==> src/wrc_pkg.sv <==
// Package with modes, states and timing constants of the wake-up and reset controller.
package wrc_pkg;

  // Power modes requested by software.
  typedef enum logic [2:0] {
    WRC_MODE_RUN = 3'h0,
    WRC_MODE_SLEEP = 3'h1,
    WRC_MODE_DEEP_SLEEP = 3'h2,
    WRC_MODE_POWER_DOWN = 3'h3,
    WRC_MODE_DEEP_PD = 3'h4
  } wrc_mode_t;

  // Controller states, one-hot.
  typedef enum logic [5:0] {
    WRC_ST_RESET = 6'h01,
    WRC_ST_INIT = 6'h02,
    WRC_ST_RUN = 6'h04,
    WRC_ST_SLEEP = 6'h08,
    WRC_ST_DEEP = 6'h10,
    WRC_ST_DPD = 6'h20
  } wrc_state_t;

  // Reset cause bit positions.
  localparam int WRC_RST_PIN = 0;
  localparam int WRC_RST_WDOG = 1;
  localparam int WRC_RST_POR = 2;
  localparam int WRC_RST_BOD = 3;
  localparam int WRC_RST_SRCS = 4;

  // Oscillator and flash start-up time and the derived cycle count.
  localparam int WRC_CLK_MHZ = 20;
  localparam int WRC_INIT_TIME_NS = 1000;
  localparam int WRC_INIT_CYCLES = (WRC_INIT_TIME_NS * WRC_CLK_MHZ + 999) / 1000;
  localparam int WRC_INIT_W = 8;

  // Self-wake timer width.
  localparam int WRC_WKT_W = 32;

  // Processor fetch address after reset.
  localparam logic [31:0] WRC_RESET_VECTOR = 32'h0000_0000;

endpackage

==> src/wrc_sync_bit.sv <==
// Two-stage synchroniser used for wake-source enable bits.
`timescale 1ns/1ns
module wrc_sync_bit (
  input wire logic core_clk,
  input wire logic reset,
  input wire logic d,
  output logic q
);
  logic meta_q;

  always_ff @(posedge core_clk) begin
    if (reset) begin
      meta_q <= 1'b0;
      q <= 1'b0;
    end else begin
      meta_q <= d;
      q <= meta_q;
    end
  end
endmodule

==> src/wrc_wakeup_reset_ctrl.sv <==
// Wake-up qualification and chip reset sequencing controller.
`timescale 1ns/1ns
module wrc_wakeup_reset_ctrl #(
  parameter int WKT_W = wrc_pkg::WRC_WKT_W,
  parameter int INIT_CYCLES = wrc_pkg::WRC_INIT_CYCLES
) (
  // Clock and reset
  input wire logic core_clk,
  input wire logic reset,
  // Power mode request from the processor
  input wire logic mode_req,
  input wire wrc_pkg::wrc_mode_t mode_sel,
  // Interrupt sources and controller enables
  input wire logic irq_any_enabled,
  input wire logic pin_irq,
  input wire logic pin_irq_nested_irq_controller_en,
  input wire logic pin_wake_start_enable,
  input wire logic bod_irq,
  input wire logic bod_irq_nested_irq_controller_en,
  input wire logic wdog_irq,
  input wire logic wdog_irq_nested_irq_controller_en,
  input wire logic serial_irq,
  input wire logic serial_irq_nested_irq_controller_en,
  input wire logic touch_irq,
  input wire logic touch_irq_nested_irq_controller_en,
  input wire logic wkt_irq_nested_irq_controller_en,
  // Peripheral wake start enables
  input wire logic bod_wake_start_en,
  input wire logic wdog_wake_start_en,
  input wire logic wkt_wake_start_en,
  input wire logic serial_wake_start_en,
  input wire logic touch_wake_start_en,
  // Brownout detector
  input wire logic brownout_detect,
  input wire logic brownout_control_irq_en,
  input wire logic brownout_control_rst_en,
  input wire logic sleep_power_config_bod_on,
  // Watchdog
  input wire logic wdog_running,
  input wire logic watchdog_mode_reg_irq_en,
  input wire logic watchdog_mode_reg_rst_en,
  input wire logic wdog_reset_req,
  input wire logic sleep_power_config_watchdog_oscillator_on,
  // Self-wake timer
  input wire logic wkt_count_wr,
  input wire logic [WKT_W-1:0] wkt_count_val,
  input wire logic wkt_clk_lowpower_sel,
  input wire logic lp_osc_tick,
  // Serial and touch configuration
  input wire logic serial_slave_mode,
  input wire logic serial_ext_clk,
  input wire logic touch_clk_from_watchdog_oscillator,
  // Deep power-down control
  input wire logic dpd_wakeup_pin_en,
  input wire logic dpd_reset_pin_en,
  input wire logic dpd_lp_osc_en,
  input wire logic dpd_lp_osc_keep,
  // Pins and reset sources
  input wire logic reset_pin_n,
  input wire logic pin_function_reset_en,
  input wire logic wakeup_pin_n,
  input wire logic por_detect,
  // Outputs
  output logic core_clk_en,
  output logic periph_clk_en,
  output logic deep_clocks_off,
  output logic dpd_power_off,
  output logic fro_enable,
  output logic flash_init,
  output logic chip_reset,
  output logic core_reset,
  output logic [31:0] fetch_addr,
  output logic wake_req,
  output logic [WKT_W-1:0] wkt_count,
  output logic wkt_expired,
  output logic [wrc_pkg::WRC_RST_SRCS-1:0] reset_cause
);
  import wrc_pkg::*;

  wrc_state_t state_q;
  wrc_state_t state_d;
  logic [WRC_INIT_W-1:0] init_cnt_q;
  logic [WKT_W-1:0] wkt_q;
  logic wkt_run_q;
  logic wkt_exp_q;
  logic [WRC_RST_SRCS-1:0] cause_q;
  logic [WRC_RST_SRCS-1:0] rst_src;
  logic any_rst;

  // Synchronised enable bits.
  localparam int NEN = 12;
  logic [NEN-1:0] en_raw;
  logic [NEN-1:0] en_s;

  // The wake start, deep power-down and timer clock enables cross two flops, so a bit set just before a
  // mode request takes effect two cycles later; software must allow for that delay.
  assign en_raw = {pin_function_reset_en, dpd_wakeup_pin_en, dpd_reset_pin_en, dpd_lp_osc_en,
                   dpd_lp_osc_keep, pin_wake_start_enable, bod_wake_start_en,
                   wdog_wake_start_en, wkt_wake_start_en, serial_wake_start_en,
                   touch_wake_start_en, wkt_clk_lowpower_sel};

  genvar gi;
  generate
    for (gi = 0; gi < NEN; gi++) begin : g_sync
      wrc_sync_bit u_sync (
        .core_clk(core_clk),
        .reset(reset),
        .d(en_raw[gi]),
        .q(en_s[gi])
      );
    end
  endgenerate

  logic s_rstpin_en;
  logic s_dpd_wk_en;
  logic s_dpd_rst_en;
  logic s_lp_en;
  logic s_lp_keep;
  logic s_pin_start;
  logic s_bod_start;
  logic s_wdog_start;
  logic s_wkt_start;
  logic s_ser_start;
  logic s_touch_start;
  logic s_wkt_lp;
  assign {s_rstpin_en, s_dpd_wk_en, s_dpd_rst_en, s_lp_en, s_lp_keep, s_pin_start,
          s_bod_start, s_wdog_start, s_wkt_start, s_ser_start, s_touch_start,
          s_wkt_lp} = en_s;

  // Reset gathering; the pin only counts when its reset function is enabled.
  logic pin_rst;
  assign pin_rst = ~reset_pin_n & ((state_q == WRC_ST_DPD) ? s_dpd_rst_en : s_rstpin_en);
  assign rst_src[WRC_RST_PIN] = pin_rst;
  // Watchdog and brownout lose power in deep power-down, so of the reset sources only the pin may restart
  // the chip from there.
  assign rst_src[WRC_RST_WDOG] = wdog_reset_req & watchdog_mode_reg_rst_en & wdog_running
                                 & ((state_q != WRC_ST_DEEP) | sleep_power_config_watchdog_oscillator_on)
                                 & (state_q != WRC_ST_DPD);
  assign rst_src[WRC_RST_POR] = por_detect;
  assign rst_src[WRC_RST_BOD] = brownout_detect & brownout_control_rst_en
                                & ((state_q != WRC_ST_DEEP) | sleep_power_config_bod_on)
                                & (state_q != WRC_ST_DPD);
  assign any_rst = |rst_src;

  // Qualified wake events.
  logic wk_sleep;
  logic wk_pin;
  logic wk_bod;
  logic wk_wdog;
  logic wk_wkt;
  logic wk_ser;
  logic wk_touch;
  logic wk_deep;
  logic wk_dpd;

  assign wk_sleep = irq_any_enabled;
  assign wk_pin = pin_irq & pin_irq_nested_irq_controller_en & s_pin_start;
  assign wk_bod = bod_irq & bod_irq_nested_irq_controller_en & s_bod_start & brownout_control_irq_en
                  & sleep_power_config_bod_on;
  // Watchdog interrupt wake assumes software has enabled and fed the watchdog.
  assign wk_wdog = wdog_irq & wdog_irq_nested_irq_controller_en & s_wdog_start & watchdog_mode_reg_irq_en
                   & wdog_running & sleep_power_config_watchdog_oscillator_on;
  assign wk_wkt = wkt_exp_q & wkt_irq_nested_irq_controller_en & s_wkt_start & s_wkt_lp;
  assign wk_ser = serial_irq & serial_irq_nested_irq_controller_en & s_ser_start & serial_slave_mode
                  & serial_ext_clk;
  assign wk_touch = touch_irq & touch_irq_nested_irq_controller_en & s_touch_start & touch_clk_from_watchdog_oscillator
                    & sleep_power_config_watchdog_oscillator_on;
  assign wk_deep = wk_pin | wk_bod | wk_wdog | wk_wkt | wk_ser | wk_touch;
  assign wk_dpd = (~wakeup_pin_n & s_dpd_wk_en)
                  | (wkt_exp_q & s_lp_en & s_lp_keep & s_wkt_lp);

  // Wake request for each low-power state. It is combinational so that the sequencer
  // leaves the low-power state on the same edge that sees the event.
  always_comb begin
    case (state_q)
      WRC_ST_SLEEP: wake_req = wk_sleep | wk_deep | pin_rst;
      WRC_ST_DEEP: wake_req = wk_deep | any_rst;
      WRC_ST_DPD: wake_req = wk_dpd | pin_rst;
      default: wake_req = 1'b0;
    endcase
  end

  // Main sequencer.
  always_comb begin
    state_d = state_q;
    case (state_q)
      WRC_ST_RESET: begin
        if (!any_rst) begin
          state_d = WRC_ST_INIT;
        end
      end
      WRC_ST_INIT: begin
        // The core stays in reset until oscillator and flash have had their start-up time.
        if (init_cnt_q >= WRC_INIT_W'(INIT_CYCLES - 1)) begin
          state_d = WRC_ST_RUN;
        end
      end
      WRC_ST_RUN: begin
        // A run request or an unknown code leaves the state as it is.
        if (mode_req) begin
          case (mode_sel)
            WRC_MODE_SLEEP: state_d = WRC_ST_SLEEP;
            WRC_MODE_DEEP_SLEEP: state_d = WRC_ST_DEEP;
            WRC_MODE_POWER_DOWN: state_d = WRC_ST_DEEP;
            WRC_MODE_DEEP_PD: state_d = WRC_ST_DPD;
            default: state_d = WRC_ST_RUN;
          endcase
        end
      end
      WRC_ST_SLEEP: begin
        if (wake_req) begin
          state_d = WRC_ST_RUN;
        end
      end
      WRC_ST_DEEP: begin
        // Flash and clocks were stopped, so the start-up time is paid again.
        if (wake_req) begin
          state_d = WRC_ST_INIT;
        end
      end
      WRC_ST_DPD: begin
        // Leaving deep power-down is a full restart of the chip.
        if (wake_req) begin
          state_d = WRC_ST_RESET;
        end
      end
      default: state_d = WRC_ST_RESET;
    endcase
    // Reset sources win over every transition except in deep power-down, where the
    // wake request above already routes an enabled pin into the reset state.
    if (any_rst && state_q != WRC_ST_DPD) begin
      state_d = WRC_ST_RESET;
    end
  end

  always_ff @(posedge core_clk) begin
    if (reset) begin
      state_q <= WRC_ST_RESET;
    end else begin
      state_q <= state_d;
    end
  end

  // Counts the start-up cycles; it rests at zero outside the init state.
  always_ff @(posedge core_clk) begin
    if (reset || state_q != WRC_ST_INIT) begin
      init_cnt_q <= '0;
    end else begin
      init_cnt_q <= init_cnt_q + WRC_INIT_W'(1);
    end
  end

  // Reset cause capture; entering reset replaces old causes with the new ones, which accumulate while in reset.
  always_ff @(posedge core_clk) begin
    if (reset) begin
      cause_q <= '0;
    end else if (state_q == WRC_ST_RESET) begin
      cause_q <= cause_q | rst_src;
    end else if (state_d == WRC_ST_RESET) begin
      cause_q <= rst_src;
    end
  end

  // Self-wake timer counts low-power oscillator ticks.
  // Only the reset input or a count write clears it; the count survives every power state.
  always_ff @(posedge core_clk) begin
    if (reset) begin
      wkt_q <= '0;
      wkt_run_q <= 1'b0;
      wkt_exp_q <= 1'b0;
    end else if (wkt_count_wr) begin
      wkt_q <= wkt_count_val;
      wkt_run_q <= (wkt_count_val != '0);
      // An expiry on the same edge as a new count is kept, so that its wake is not lost.
      wkt_exp_q <= wkt_run_q && lp_osc_tick && (wkt_q == WKT_W'(1));
    end else if (wkt_run_q && lp_osc_tick) begin
      wkt_q <= wkt_q - WKT_W'(1);
      if (wkt_q == WKT_W'(1)) begin
        wkt_run_q <= 1'b0;
        wkt_exp_q <= 1'b1;
      end
    end else if (state_q == WRC_ST_RUN && state_d != WRC_ST_RUN) begin
      wkt_exp_q <= wkt_exp_q;
    end
  end

  // Registered outputs.
  // They follow the next state so that they switch on the same edge as the state.
  always_ff @(posedge core_clk) begin
    if (reset) begin
      core_clk_en <= 1'b0;
      periph_clk_en <= 1'b0;
      deep_clocks_off <= 1'b0;
      dpd_power_off <= 1'b0;
      fro_enable <= 1'b1;
      flash_init <= 1'b0;
      chip_reset <= 1'b1;
      core_reset <= 1'b1;
      fetch_addr <= WRC_RESET_VECTOR;
    end else begin
      core_clk_en <= (state_d == WRC_ST_RUN);
      periph_clk_en <= (state_d == WRC_ST_RUN) || (state_d == WRC_ST_SLEEP);
      deep_clocks_off <= (state_d == WRC_ST_DEEP);
      dpd_power_off <= (state_d == WRC_ST_DPD);
      fro_enable <= (state_d != WRC_ST_DPD);
      flash_init <= (state_d == WRC_ST_INIT);
      chip_reset <= (state_d == WRC_ST_RESET);
      core_reset <= (state_d == WRC_ST_RESET) || (state_d == WRC_ST_INIT);
      if (state_d == WRC_ST_RESET) begin
        fetch_addr <= WRC_RESET_VECTOR;
      end
    end
  end

  assign wkt_count = wkt_q;
  assign wkt_expired = wkt_exp_q;
  assign reset_cause = cause_q;

endmodule

==> config.mk <==
export PLATFORM = sky130hd
export DESIGN_NAME = wrc_wakeup_reset_ctrl
export DESIGN_NICKNAME = d
export VERILOG_FILES = /design/src/wrc_pkg.sv /design/src/wrc_sync_bit.sv /design/src/wrc_wakeup_reset_ctrl.sv
export SDC_FILE = /design/constraint.sdc
export NUM_CORES = 1
export LEC_CHECK = 0
export BUFFER_PORTS_ARGS = -buffer_cell sky130_fd_sc_hd__buf_2
export CAP_MARGIN = 0
export CORE_MARGIN = 3
export CORE_UTILIZATION = 51
export CTS_BUF_LIST = sky130_fd_sc_hd__clkbuf_2
export DETAILED_ROUTE_END_ITERATION = 6
export GPL_TIMING_DRIVEN = 0
export PLACE_DENSITY = 0.83
export SYNTH_ARGS = -nofsm -noshare
export SYNTH_HDL_FRONTEND = slang
export SYNTH_HIERARCHICAL = 1
export SYNTH_SLANG_ARGS = --single-unit
==> constraint.sdc <==
create_clock -name core_clk -period 3.3 [get_ports core_clk]
set_clock_uncertainty 0.2 [all_clocks]
set_input_delay 0.495 -clock core_clk [delete_from_list [all_inputs] [get_ports core_clk]]
set_output_delay 0.495 -clock core_clk [all_outputs]
set_load 0.05 [all_outputs]
# [Word-level counts from Yosys, hierarchy flattened]
# Index checks and enable logic that the tools add are counted.
[word_totals] ff_bits=84 in_bits=79 output_inout_bits=78 elab_cells=145
[op_classes] addsub=2 order_cmp=1 n_eq_ne=21 n_mux=21 bitwise_logic=49 n_reduce_logical=13
[ops] op="two-way mux 32 bit" count=2
[ops] op="two-way mux 6 bit" count=7
[ops] op="one-hot mux 6 bit (6 select lines)" count=1
[ops] op="AND 1 bit" count=34
[ops] op="== test 32 x 1 -> 1 bit, second input constant" count=1
[ops] op="nonzero test 32 bit" count=1
[ops] op="subtractor 32 x 1 -> 32 bit, second input constant" count=1
[ops] op="one-hot mux 6 bit (3 select lines)" count=1
[ops] op="== test 6 x 1 -> 1 bit, second input constant" count=2
[ops] op="== test 6 x 2 -> 1 bit, second input constant" count=2
[ops] op="== test 6 x 3 -> 1 bit, second input constant" count=2
[ops] op="== test 6 x 4 -> 1 bit, second input constant" count=2
[ops] op="== test 6 x 5 -> 1 bit, second input constant" count=2
[ops] op="== test 6 bit, second input constant" count=2
[ops] op="inequality test 6 bit, second input constant" count=2
[ops] op="bitwise OR 1 bit" count=12
[ops] op="adder 8 x 1 -> 8 bit, second input constant" count=1
[ops] op=">= comparator 8 x 5 -> 1 bit, second input constant" count=1
[ops] op="two-way mux 4 bit" count=2
[ops] op="two-way mux 1 bit" count=7
[ops] op="== test 3 x 2 -> 1 bit, second input constant" count=2
[ops] op="inequality test 6 x 2 -> 1 bit, second input constant" count=1
[ops] op="inequality test 6 x 5 -> 1 bit, second input constant" count=1
[ops] op="nonzero test 2 bit" count=3
[ops] op="10 further kinds" count=15

# [Longest topological paths before layout]
# Gate-level depths: netlist of run 1.
[logic_depth] depth_word=18 depth_mapped=8 ltp_nobuf=8

# [By module]
# Netlist of run 1, hierarchy kept.
[modules_own_cells] mod="wrc_wakeup_reset_ctrl" instances=1 cells_per_inst=429 area_each_um2=3468.3 seq_area_each_um2=1201.2
[modules_own_cells] mod="wrc_sync_bit" instances=12 cells_per_inst=4 area_each_um2=52.6 seq_area_each_um2=40.0

# [Worst setup path after synthesis of run 1]
# OpenSTA, ideal clock, no wires.
[synth_timing] path_type="reg2out" startpoint="register state_q[0]" endpoint="output wake_req" arrival_time_ns=2.045 path_slack_ns=0.560 path_stages_with_launch=6 path_buffers=0 cell_sequence="dfxtp_1 or4b_4 o311a_1 o31ai_1 a41oi_1 a211o_1"
[synth_between] elab_chain_cells=7
[synth_lines] element="from (decl)" line="wrc_wakeup_reset_ctrl.sv:80" text="wrc_state_t state_q;"
[synth_lines] element="from (signal assigned)" line="wrc_wakeup_reset_ctrl.sv:240" text="state_q <= state_d;"
[synth_lines] element="inequality test 6 x 5 -> 1 bit" line="wrc_wakeup_reset_ctrl.sv:137, wrc_wakeup_reset_ctrl.sv:141"
[synth_lines] element="bitwise OR 1 bit (on tied branches)" line="wrc_wakeup_reset_ctrl.sv:137, wrc_wakeup_reset_ctrl.sv:141"
[synth_lines] element="AND 1 bit (on tied branches)" line="wrc_wakeup_reset_ctrl.sv:137, wrc_wakeup_reset_ctrl.sv:141"
[synth_lines] element="AND 1 bit (on tied branches)" line="wrc_wakeup_reset_ctrl.sv:138, wrc_wakeup_reset_ctrl.sv:142"
[synth_lines] element="OR reduction 4 bit" line="wrc_wakeup_reset_ctrl.sv:143" text="assign any_rst = |rst_src;"
[synth_lines] element="bitwise OR 1 bit" line="wrc_wakeup_reset_ctrl.sv:177" text="WRC_ST_DEEP: wake_req = wk_deep | any_rst;"
[synth_lines] element="one-hot mux 1 bit (3 select lines) (*)" line="wrc_wakeup_reset_ctrl.sv:175" text="case (state_q)"
[synth_lines] element="to (decl)" line="wrc_wakeup_reset_ctrl.sv:73" text="output logic wake_req,"
# Mark *: on every way between the ends. The rest lies on a longest branch, timed or not.

# [Worst setup path in the final report of run 1]
[layout_timing] startpoint="register state_q[5]" endpoint="output wake_req"
# The elaborated chain is that of the path after synthesis.

==> results of run 1 <==
==> Yosys cell counts, types with 2 or more instances <==
cell type and instances:
a21oi_1 19, and4b_1 2, o21a_1 3, nand3_1 20, nand4b_1 2, xor2_1 17, or3_1 6, o21bai_1 2
nand2_1 25, xnor2_1 19, nor4_1 15, a311oi_1 2, and2_1 3, a211oi_1 19, mux2i_1 5, nor3_1 20
nor3b_1 3, nand4_1 8, nor2_1 65, nor2b_1 25, dfxtp_1 84, o31ai_1 3, or2_2 2, and3_1 9
or4_1 3, clkbuf_1 11, nand2b_1 7, o21ai_0 2, inv_1 11, a31oi_1 6, ha_1 3, buf_4 32
==> cells in the final DEF (no fill, tap or decap), types with 5 or more instances in the layout <==
cell type,netlist,final
a31oi_1,6,6
nor3_1,20,20
xnor2_1,19,19
nor2_1,65,64
inv_1,11,11
or3_1,6,6
clkbuf_2,0,9
a21oi_1,19,19
nor2b_1,25,25
dfxtp_1,84,80
dlygate4sd3_1,0,38
clkbuf_1,11,11
nand4_1,8,8
xor2_1,17,17
and3_1,9,9
buf_4,32,38
nand2_1,25,25
nand3_1,20,20
a211oi_1,19,19
conb_1,1,32
nand2b_1,7,7
buf_2,0,123
nor4_1,15,15
mux2i_1,5,5
==> report_power, final <==
part | internal, uW | total (uW) | leakage, uW | switching [uW]
combinational | 196 | 562 | 0.00175 | 365
clock | 186 | 566 | 0.0000735 | 380
sequential | 1060 | 1110 | 0.000693 | 44.3
==> sequential cells by signal (all words and copies together) (netlist names), 4 cells and up <==
register              cells
reset_cause               4
g_sync.u_sync/meta_q     12
wkt_count                32
state_q                   6
g_sync.u_sync/q          12
init_cnt_q                8
==> what timing repair did <==
action,in CTS,in global routing
hold buffers,38,0
gates resized for setup,10,1
endpoints found under the setup margin,1,1
setup buffers,6,0
endpoints found under the hold margin,38,0
pin swaps,3,0
==> worst paths after layout <==
path                                start  cells after the start            endpoint
setup / recovery               state_q[5]                      6            wake_req
hold / removal          wkt_count_val[24]                      3       wkt_count[24]
setup reg to reg             wkt_count[4]                      6       wkt_count[31]
hold reg to reg   g_sync[6].u_sync/meta_q                      1  g_sync[6].u_sync/q
==> cells by family after synthesis <==
| family | after synthesis | synth area share [%] |
|---|---|---|
| DFF | 84 | 41.03 |
| other | 1 | 0.09149 |
| xor gates and xnor gates | 36 | 7.692 |
| AOI/OAI and AO/OA | 67 | 11.91 |
| adders and majority gates | 3 | 0.9158 |
| buffers and inverters | 57 | 8.333 |
| muxes | 5 | 1.221 |
| and+or+nand+nor | 224 | 28.82 |
==> layer usage <==
layer | global-route usage (%) | vias up | wire, um
li1 | - | 2039 | -
met1 | 31.38 | 1915 | 4796
met2 | 43.25 | 209 | 5741
met3 | 4.736 | 42 | 846
met4 | 15.40 | 0 | 482
met5 | 0 | - | 0
==> cell type report <==
class,instances,area [um2]
repair buffers,168,1052
diodes,1,2.502
clock inverters,7,81.33
well taps,102,127.6
flip-flops and latches,84,1689
clock buffers,9,45.04
inverters,12,45.04
fillers,607,2212
plain buffers,45,296.5
multi-input cells,367,2216
==> critical path, delay by kind of cell (launching register included) <==
kind                   cells  cell delay [ps]
AOI/OAI and AO/OA          3              660
buffers and inverters      1              160
DFF                        1              400
and+or+nand+nor            2              950
==> stage by stage <==
stage	power [uW]	instances	TNS, ps
floorplan	1498	508	0
global placement	1632	734	0
detailed placement	1640	734	0
CTS	2241	794	-93.19
global route	2338	794	-206.4
finish	2237	795	-106.1
==> results by group, run 1 <==
Setup path
  – Worst-path fanout max: 5
  – Reg2reg setup slack: 730 ps
  – Worst EP arrival: 2710 ps
  – Crit path max-delay cell type: or4b_4
  – Critical path class: register to output pin
  – CP Capture Type: output pin
  – Worst setup SP type: register
  – Worst endpoint required time: 2600 ps
  – Largest stage delay on the critical path: 580 ps
  – Critical path, cell by cell: or4b_4, or3_4, a31oi_4, a41oi_2, a211o_1, buf_6

Clock tree
  – Num CTS Buffers: 9
  – Clk sinks: 84
  – Root Buffer: clkbuf_2
  – Clock Latency Late Sink: 540 ps
  – H-Tree Level Count: 3
  – CTS Buffer Depth: 2
  – Clock slew at reported path FFs: 260 ps
  – CTS tree: built

Global route
  – GR Overflow Total: 0
  – Initial antenna violation count: 0
  – Total track usage: 26.09%
  – Vias in the first global route: 3935
  – Pin count of the biggest net entering global routing: 30
  – First-pass GRT wire length: 18460 um

Yosys
  – Synth warn: 6
  – Area of the mapped netlist: 4099 um2
  – Post-synthesis sequential area ratio: 41.03%
  – Post-synth top area cell: dfxtp_1
  – Synth cell types: 56
  – Top post-synthesis cells by area: dfxtp_1 41%, nor2_1 6.0%, buf_4 5.9%
  – Async set-reset flop share out of synthesis: 0%
  – Avg Cell Area, Syn: 8.593 um2
  – Seq cells post-synth: 84
  – Top cell type's share of synthesized area: 41.03%
  – Post-synth EDFFs: 0
  – Cells after synthesis: 477
  – Main synth FF type: dfxtp_1

Routing
  – WL/cell: 14.93 um
  – Routed WL: 11870 um
  – Vias per cell: 5.289
  – First DRT Iteration DRCs: 317
  – TritonRoute pass-1 iters: 5
  – Total number of vias: 4205
  – Drt drc: 0
  – Post-route ant nets: 0

Timing
  – Unrepaired setup endpoints after global routing: true
  – Max-Slew Margin vs Limit: 54.65%
  – Final Max Slew Viols: 0
  – Worst setup margin: -106.1 ps
  – Period utilization: 103.2%
  – Fin crit period: 3406 ps
  – Worst slew pin tran: 680.2 ps
  – Final setup viols: 1
  – Max Freq: 0.2936 GHz
  – Min Hold Slack: 53.30 ps
  – Hold Vio Cnt, Final: 0

Pwr
  – Max IR drop VDD: 0.2385 mV
  – Leak pwr: 0.002513 uW
  – PwrDens: 402.6 nW/um2

Placed design
  – Post-DP HPWL: 8548 um
  – Placement Cell Area: 4964 um2
  – Placement Setup Slack: 405.4 ps
  – RePlAce Congestion: 0.9491
  – PortBufs: 124

Floorplan
  – Initial core utilization: 52.77%
  – Die Y: 95.65 um
  – Die area: 9149 um2
  – Core area: 7767 um2
  – Die Wd: 95.65 um
  – Row Count: 32
  – I/O pin count: 157

Outcome
  – Status: finished, violations left
  – Failing checks: negative setup slack

Finish
  – Final core utilization: 71.52%
  – Nets: 769
  – Final Cell Area: 5555 um2
  – Share of layout cells above drive strength 1: 28.76%
  – P&R area growth vs syn: 35.53%

Worst hold path
  – Worst Hold Class: primary input to register

Job
  – Max-cap violation count: 0
Note: power is estimated with default switching activity, not from simulation.
==> inputs of run 2 (changes only) <==
Settings changed: CORE_ASPECT_RATIO from default to 2, SETUP_SLACK_MARGIN from default to 0.1.
==> run 2 against run 1 <==
The flow still finishes with violations (negative setup slack). Total power up 5.1%. Sequential power is essentially flat. Largest cell class unchanged. Design area increased by 0.32%. Count of clock-buffer cells in the layout is the same. Via count up 2.2%. Die area grew 0.71%. First-iteration DRC count fell by 37%. Critical path depth unchanged. Non-clock buffer count is 2 lower. Routed wire length is 6.3% higher. Clock power is 20% higher. Register-to-register slack lost 120 ps. Critical path type unchanged.
==> results by group, run 2 (synthesis results as in run 1) <==
Placed design
  – Placement Cell Area: 4954 um2 (-0.20%)
  – RePlAce Congestion: 0.9688 (+2.1%)
  – PortBufs: 124 (unchanged)
  – Post-DP HPWL: 9511 um (+11%)
  – Placed cells: 726 (-1.1%)

Finish
  – Final core utilization: 72.25% (+0.73 points)
  – P&R area growth vs syn: 35.96%
  – Most frequent cells in the layout: 123 x buf_2, 80 x dfxtp_1, 64 x nor2_1, 37 x buf_4, 37 x dlygate4sd3_1
  – Nets: 767 (-0.26%)
  – Largest register FFs: 32 (unchanged)
  – Share of layout cells above drive strength 1: 28.84% (+0.083 points)
  – Final Cell Area: 5573 um2 (+0.32%)
  – Most common cell after layout, fill and taps aside: buf_2
  – Final cell count without fillers: 784 (-1.4%)
  – Filler cells: 577 (-4.9%)
  – Antenna cells: 0 (-1)

Pwr
  – Total power: 2351 uW (+5.1%)
  – PwrDens: 421.9 nW/um2 (+4.8%)
  – Leak pwr: 0.002522 uW (+0.36%)
  – Max IR drop VDD: 0.2796 mV (+17%)

Routing
  – First DRT Iteration DRCs: 200 (-37%)
  – Total number of vias: 4298 (+2.2%)
  – Vias per cell: 5.482 (+3.6%)
  – TritonRoute pass-1 iters: 4 (-1)
  – Drt drc: 0 (unchanged)
  – Post-route ant nets: 0 (unchanged)
  – Routed WL: 12610 um (+6.3%)
  – WL/cell: 16.09 um (+7.8%)

Global route
  – Pin count of the biggest net entering global routing: 30 (unchanged)
  – Met1 usage: 22.85% (-8.5 points)
  – GR Overflow Total: 0 (unchanged)
  – Initial antenna violation count: 0 (unchanged)
  – Vias in the first global route: 4359 (+11%)
  – First-pass GRT wire length: 19820 um (+7.4%)
  – Global routing's busiest layer: met2
  – Total track usage: 27.05% (+0.96 points)
  – Grt met3 use: 7.300% (+2.6 points)
  – Routing usage on met2: 50.59% (+7.3 points)

Setup path
  – Reg2reg end: core_reset
  – Worst r2r src: state_q[0]
  – Worst setup SP type: register
  – Reg2reg setup slack: 610 ps (-120 ps)
  – Critical path class: register to output pin
  – Critical path, cell by cell: or4b_4, o311a_4, o31ai_4, a41oi_2, a211o_1, buf_6
  – Critical path startpoint: state_q[0]
  – R2R cell count: 8 (+2)
  – Worst-path fanout max: 5 (unchanged)
  – Worst endpoint required time: 2600 ps (about the same)
  – Crit path buf inv count: 1 (unchanged)
  – Crit path max-delay cell type: or4b_4
  – Crit path max-delay family: compound AO/OA/AOI/OAI gates
  – CP Capture Type: output pin
  – Largest stage delay on the critical path: 550 ps (-30 ps)
  – Worst EP arrival: 2690 ps (-20 ps)

Floorplan
  – Die area: 9214 um2 (+0.71%)
  – Initial core utilization: 53.14% (+0.37 points)
  – Die Wd: 69.39 um (-27%)
  – Die Y: 132.8 um (+39%)
  – Row Count: 45 (+41%)
  – I/O pin count: 157 (unchanged)
  – Core area: 7714 um2 (-0.69%)

Timing
  – Max Freq: 0.2956 GHz (+0.68%)
  – Unrepaired setup endpoints after global routing: true
  – Fin crit period: 3383 ps (-22.87 ps)
  – Final Max Slew Viols: 0 (unchanged)
  – Setup TNS: -83.21 ps (+22.87 ps)
  – Max-Slew Margin vs Limit: 51.67% (-3.0 points)
  – Hold Vio Cnt, Final: 0 (unchanged)
  – Period utilization: 102.5% (-0.69 points)
  – Final setup viols: 1 (unchanged)
  – Worst slew pin tran: 718.3 ps (+38.09 ps)
  – Worst setup margin: -83.21 ps (+22.87 ps)

Clock tree
  – Num CTS Buffers: 9 (unchanged)
  – Clock slew at reported path FFs: 230 ps (-30 ps)
  – CTS tree: built
  – Clk sinks: 84 (unchanged)
  – Root Buffer: clkbuf_2
  – Clock Latency Late Sink: 530 ps (about the same)
  – CTS Buffer Depth: 2 (unchanged)
  – H-Tree Level Count: 3 (unchanged)

Worst hold path
  – Hold path endpoint: wkt_count[18]
  – Hold Path Depth: 3 (unchanged)
  – Hold Crit Start: wkt_count_val[18]
  – Worst Hold Class: primary input to register

Outcome
  – Failing checks: negative setup slack
  – Status: finished, violations left

Job
  – Max-cap violation count: 0 (unchanged)
-- run 2: through the flow --
stage | hold WS (ps) | worst slack [ps]
floorplan | 213.8 | 559.7
global placement | 217.4 | 325.4
detailed placement | 221.8 | 314.8
CTS | 6.902 | -97.99
global route | 13.03 | -238.7
finish | 64.72 | -83.21
-- run 2: worst register-to-register path: cells and delay by family (launching register included) --
kind	cells	cell delay (ps)
AO/OA/AOI/OAI	4	1000
AND/OR/NAND/NOR	2	680
flip-flops	1	400
buffers and inverters	2	310
-- run 2: worst max-delay path by stage --
stage / end / slack (ps) / cells after the start
floorplan: wake_req / 560 / 5
global placement: wake_req / 330 / 6
detailed placement: wake_req / 310 / 6
CTS: wake_req / -100 / 6
global route: wake_req / -240 / 6
finish: wake_req / -80 / 6
-- run 2: report_power, final --
| part | internal (uW) | total [uW] | switching [uW] |
|---|---|---|---|
| logic | 195 | 566 | 370 |
| clock network | 323 | 677 | 354 |
| registers | 1060 | 1110 | 45.3 |
| total | 1580 | 2350 | 770 |
-- run 2: timing repair --
item	CTS	global route
buffers inserted	4	1
setup endpoints to repair	1	1
hold endpoints to repair	36	1
gates resized for setup	9	4
hold buffers	36	1
gates cloned	0	0
pin swaps	3	3
-- run 2: cell type report --
| class | count | area (um2) | area share (%) |
|---|---|---|---|
| inverter | 12 | 45.04 | 0.8083 |
| clock buffer | 9 | 45.04 | 0.8083 |
| sequential | 84 | 1692 | 30.35 |
| tap | 94 | 117.6 | 2.110 |
| multi-input combinational | 367 | 2227 | 39.96 |
| buffer | 45 | 296.5 | 5.321 |
| timing repair buffer | 166 | 1035 | 18.57 |
| clock inverter | 7 | 115.1 | 2.066 |
-- run 2: per-layer routing --
metal  wire [um]  part of all wire [%]
met5           0                     0
met4         960                   7.6
met3         788                   6.2
met2        6824                    54
met1        4038                    32
==> inputs of run 3 (changes only) <==
Settings changed: BUFFER_PORTS_ARGS -buffer_cell sky130_fd_sc_hd__buf_2 to default, CORE_UTILIZATION 51 to 60, DONT_BUFFER_PORTS from default to 1, PLACE_DENSITY 0.83 to 0.76.
==> run 3 against run 2 <==
Worst hold slack got worse by 16 ps. Global-route usage grew 6.1 points. First-iteration DRC count fell by 12%. Register-to-register slack lost 200 ps. The flow still finishes with violations (negative setup slack). Die area shrank 14%. Total power shrank 11%. Worst setup slack got worse by 72 ps. Maximum frequency decreased by 2.1%. Combinational power decreased by 33%. Sequential cell count did not move. Routed wire length grew 2.3%. Critical path depth is 1 lower.
==> results by group, run 3 (synthesis results as in run 1) <==
Outcome
  – Status: finished, violations left
  – Failing checks: negative setup slack

Global route
  – Pin count of the biggest net entering global routing: 27 (-10%)
  – Initial antenna violation count: 0 (unchanged)
  – GR Overflow Total: 0 (unchanged)
  – Vias in the first global route: 4059 (-6.9%)
  – Total track usage: 33.12% (+6.1 points)
  – First-pass GRT wire length: 19600 um (-1.1%)

Finish
  – Nets: 652 (-15%)
  – Final Cell Area: 4982 um2 (-11%)
  – Largest register FFs: 32 (unchanged)
  – Share of layout cells above drive strength 1: 12.54% (-16 points)
  – Most common cell after layout, fill and taps aside: dfxtp_1
  – Final cell count without fillers: 662 (-16%)
  – Antenna cells: 0 (unchanged)
  – Most frequent cells in the layout: 81 x dfxtp_1, 64 x nor2_1, 49 x dlygate4sd3_1, 34 x buf_4, 32 x conb_1
  – P&R area growth vs syn: 21.55%

Worst hold path
  – Worst Hold Class: primary input to register
  – Hold Path Depth: 4 (+1)
  – Hold Crit Start: wkt_count_val[30]
  – Hold path endpoint: wkt_run_q

Floorplan
  – Row Count: 42 (-6.7%)
  – Die Y: 122.9 um (-7.5%)
  – Core area: 6621 um2 (-14%)
  – Die area: 7920 um2 (-14%)
  – Initial core utilization: 61.90% (+8.8 points)
  – Die Wd: 64.45 um (-7.1%)
  – I/O pin count: 157 (unchanged)

Setup path
  – Critical path, cell by cell: or4b_4, o311a_4, o31ai_4, a41oi_2, a211o_4
  – Largest stage delay on the critical path: 590 ps (+40 ps)
  – Worst-path fanout max: 7 (+2)
  – Reg2reg end: state_q[5]
  – Critical path class: register to output pin
  – Worst EP arrival: 2760 ps (+70 ps)
  – Crit path max-delay cell type: or4b_4
  – Worst endpoint required time: 2600 ps (about the same)
  – Worst setup SP type: register
  – R2R cell count: 8 (unchanged)
  – Reg2reg setup slack: 410 ps (-200 ps)
  – Worst r2r src: state_q[5]
  – CP Capture Type: output pin

Clock tree
  – Num CTS Buffers: 9 (unchanged)
  – Clk sinks: 84 (unchanged)
  – CTS Buffer Depth: 2 (unchanged)
  – Clock Latency Late Sink: 560 ps (+30 ps)
  – Root Buffer: clkbuf_2
  – H-Tree Level Count: 3 (unchanged)
  – Clock slew at reported path FFs: 240 ps (about the same)
  – CTS tree: built

Routing
  – Vias per cell: 5.835 (+6.4%)
  – Total number of vias: 3863 (-10%)
  – Post-route ant nets: 0 (unchanged)
  – First DRT Iteration DRCs: 177 (-12%)
  – WL/cell: 19.49 um (+21%)
  – Routed WL: 12900 um (+2.3%)
  – TritonRoute pass-1 iters: 5 (+1)
  – Drt drc: 0 (unchanged)

Placed design
  – Post-DP HPWL: 9343 um (-1.8%)
  – RePlAce Congestion: 0.9358 (-3.4%)
  – Placed cells: 596 (-18%)
  – PortBufs: 0 (-100%)
  – Placement Cell Area: 4325 um2 (-13%)
  – Placement Setup Slack: 259.7 ps (-55.10 ps)

Pwr
  – PwrDens: 418.8 nW/um2 (-0.74%)
  – Leak pwr: 0.001996 uW (-21%)
  – Max IR drop VDD: 0.3769 mV (+35%)

Job
  – Max-cap violation count: 0 (unchanged)

Timing
  – Max Freq: 0.2894 GHz (-2.1%)
  – Final setup viols: 1 (unchanged)
  – Fin crit period: 3455 ps (+71.88 ps)
  – Worst setup margin: -155.1 ps (-71.88 ps)
  – Hold Vio Cnt, Final: 0 (unchanged)
  – Worst slew pin tran: 944.7 ps (+226.4 ps)
  – Max-Slew Margin vs Limit: 36.82% (-15 points)
  – Final Max Slew Viols: 0 (unchanged)
  – Min Hold Slack: 48.78 ps (-15.94 ps)
  – Unrepaired setup endpoints after global routing: true
  – Period utilization: 104.7% (+2.2 points)
[run 3: where the power goes]
group	switching (uW)	internal [uW]	total [uW]
logic	228	151	378
registers	165	1060	1230
clock network	377	103	480
total	769	1320	2090
[run 3: layer usage]
metal | GRT usage (%) | routed length, um | vias up
met4 | 25.70 | 883 | 0
met5 | 0 | 0 | -
met1 | 26.87 | 3696 | 1794
met2 | 64.31 | 7395 | 208
met3 | 8.545 | 928 | 61
li1 | - | - | 1800
[run 3: how the worst max path moves through the flow]
stage          endpoint  cells after the start       start  slack, ps
2_1_floorplan  wake_req                      5  state_q[0]        560
3_3_place_gp   wake_req                      5  state_q[5]        250
3_5_place_dp   wake_req                      5  state_q[5]        260
4_1_cts        wake_req                      5  state_q[5]       -190
5_1_grt        wake_req                      5  state_q[5]       -250
6_report       wake_req                      5  state_q[0]       -160
[run 3: cell type report]
class	count	area, um2
buffer	45	296.5
clock buffer	9	45.04
clock inverter	6	50.05
tap	88	110.1
multi-input combinational	367	2242
inverter	12	45.04
fill	516	1639
sequential	84	1688
timing repair buffer	51	505.5
[run 3: what timing repair did]
item | in CTS | in global routing
setup buffers | 2 | 0
gates resized for setup | 8 | 4
endpoints found under the hold margin | 71 | 0
gates cloned | 0 | 0
endpoints found under the setup margin | 1 | 2
pin swaps | 2 | 3
hold buffers | 49 | 0
[run 3: through the flow]
stage | TNS [ps] | util (%) | total power [uW]
floorplan | 0 | - | 1498
finish | -155.1 | 75.25 | 2086
global route | -251.5 | 75.25 | 2164
CTS | -194.3 | 74.81 | 2080
detailed placement | 0 | 65.33 | 1558
global placement | 0 | 65.33 | 1552
[run 3: worst max-delay path, delay by kind of cell (launching register included)]
kind               cells  cell delay (ps)
DFF                    1              410
and+or+nand+nor        1              590
AOI/OAI and AO/OA      4             1210
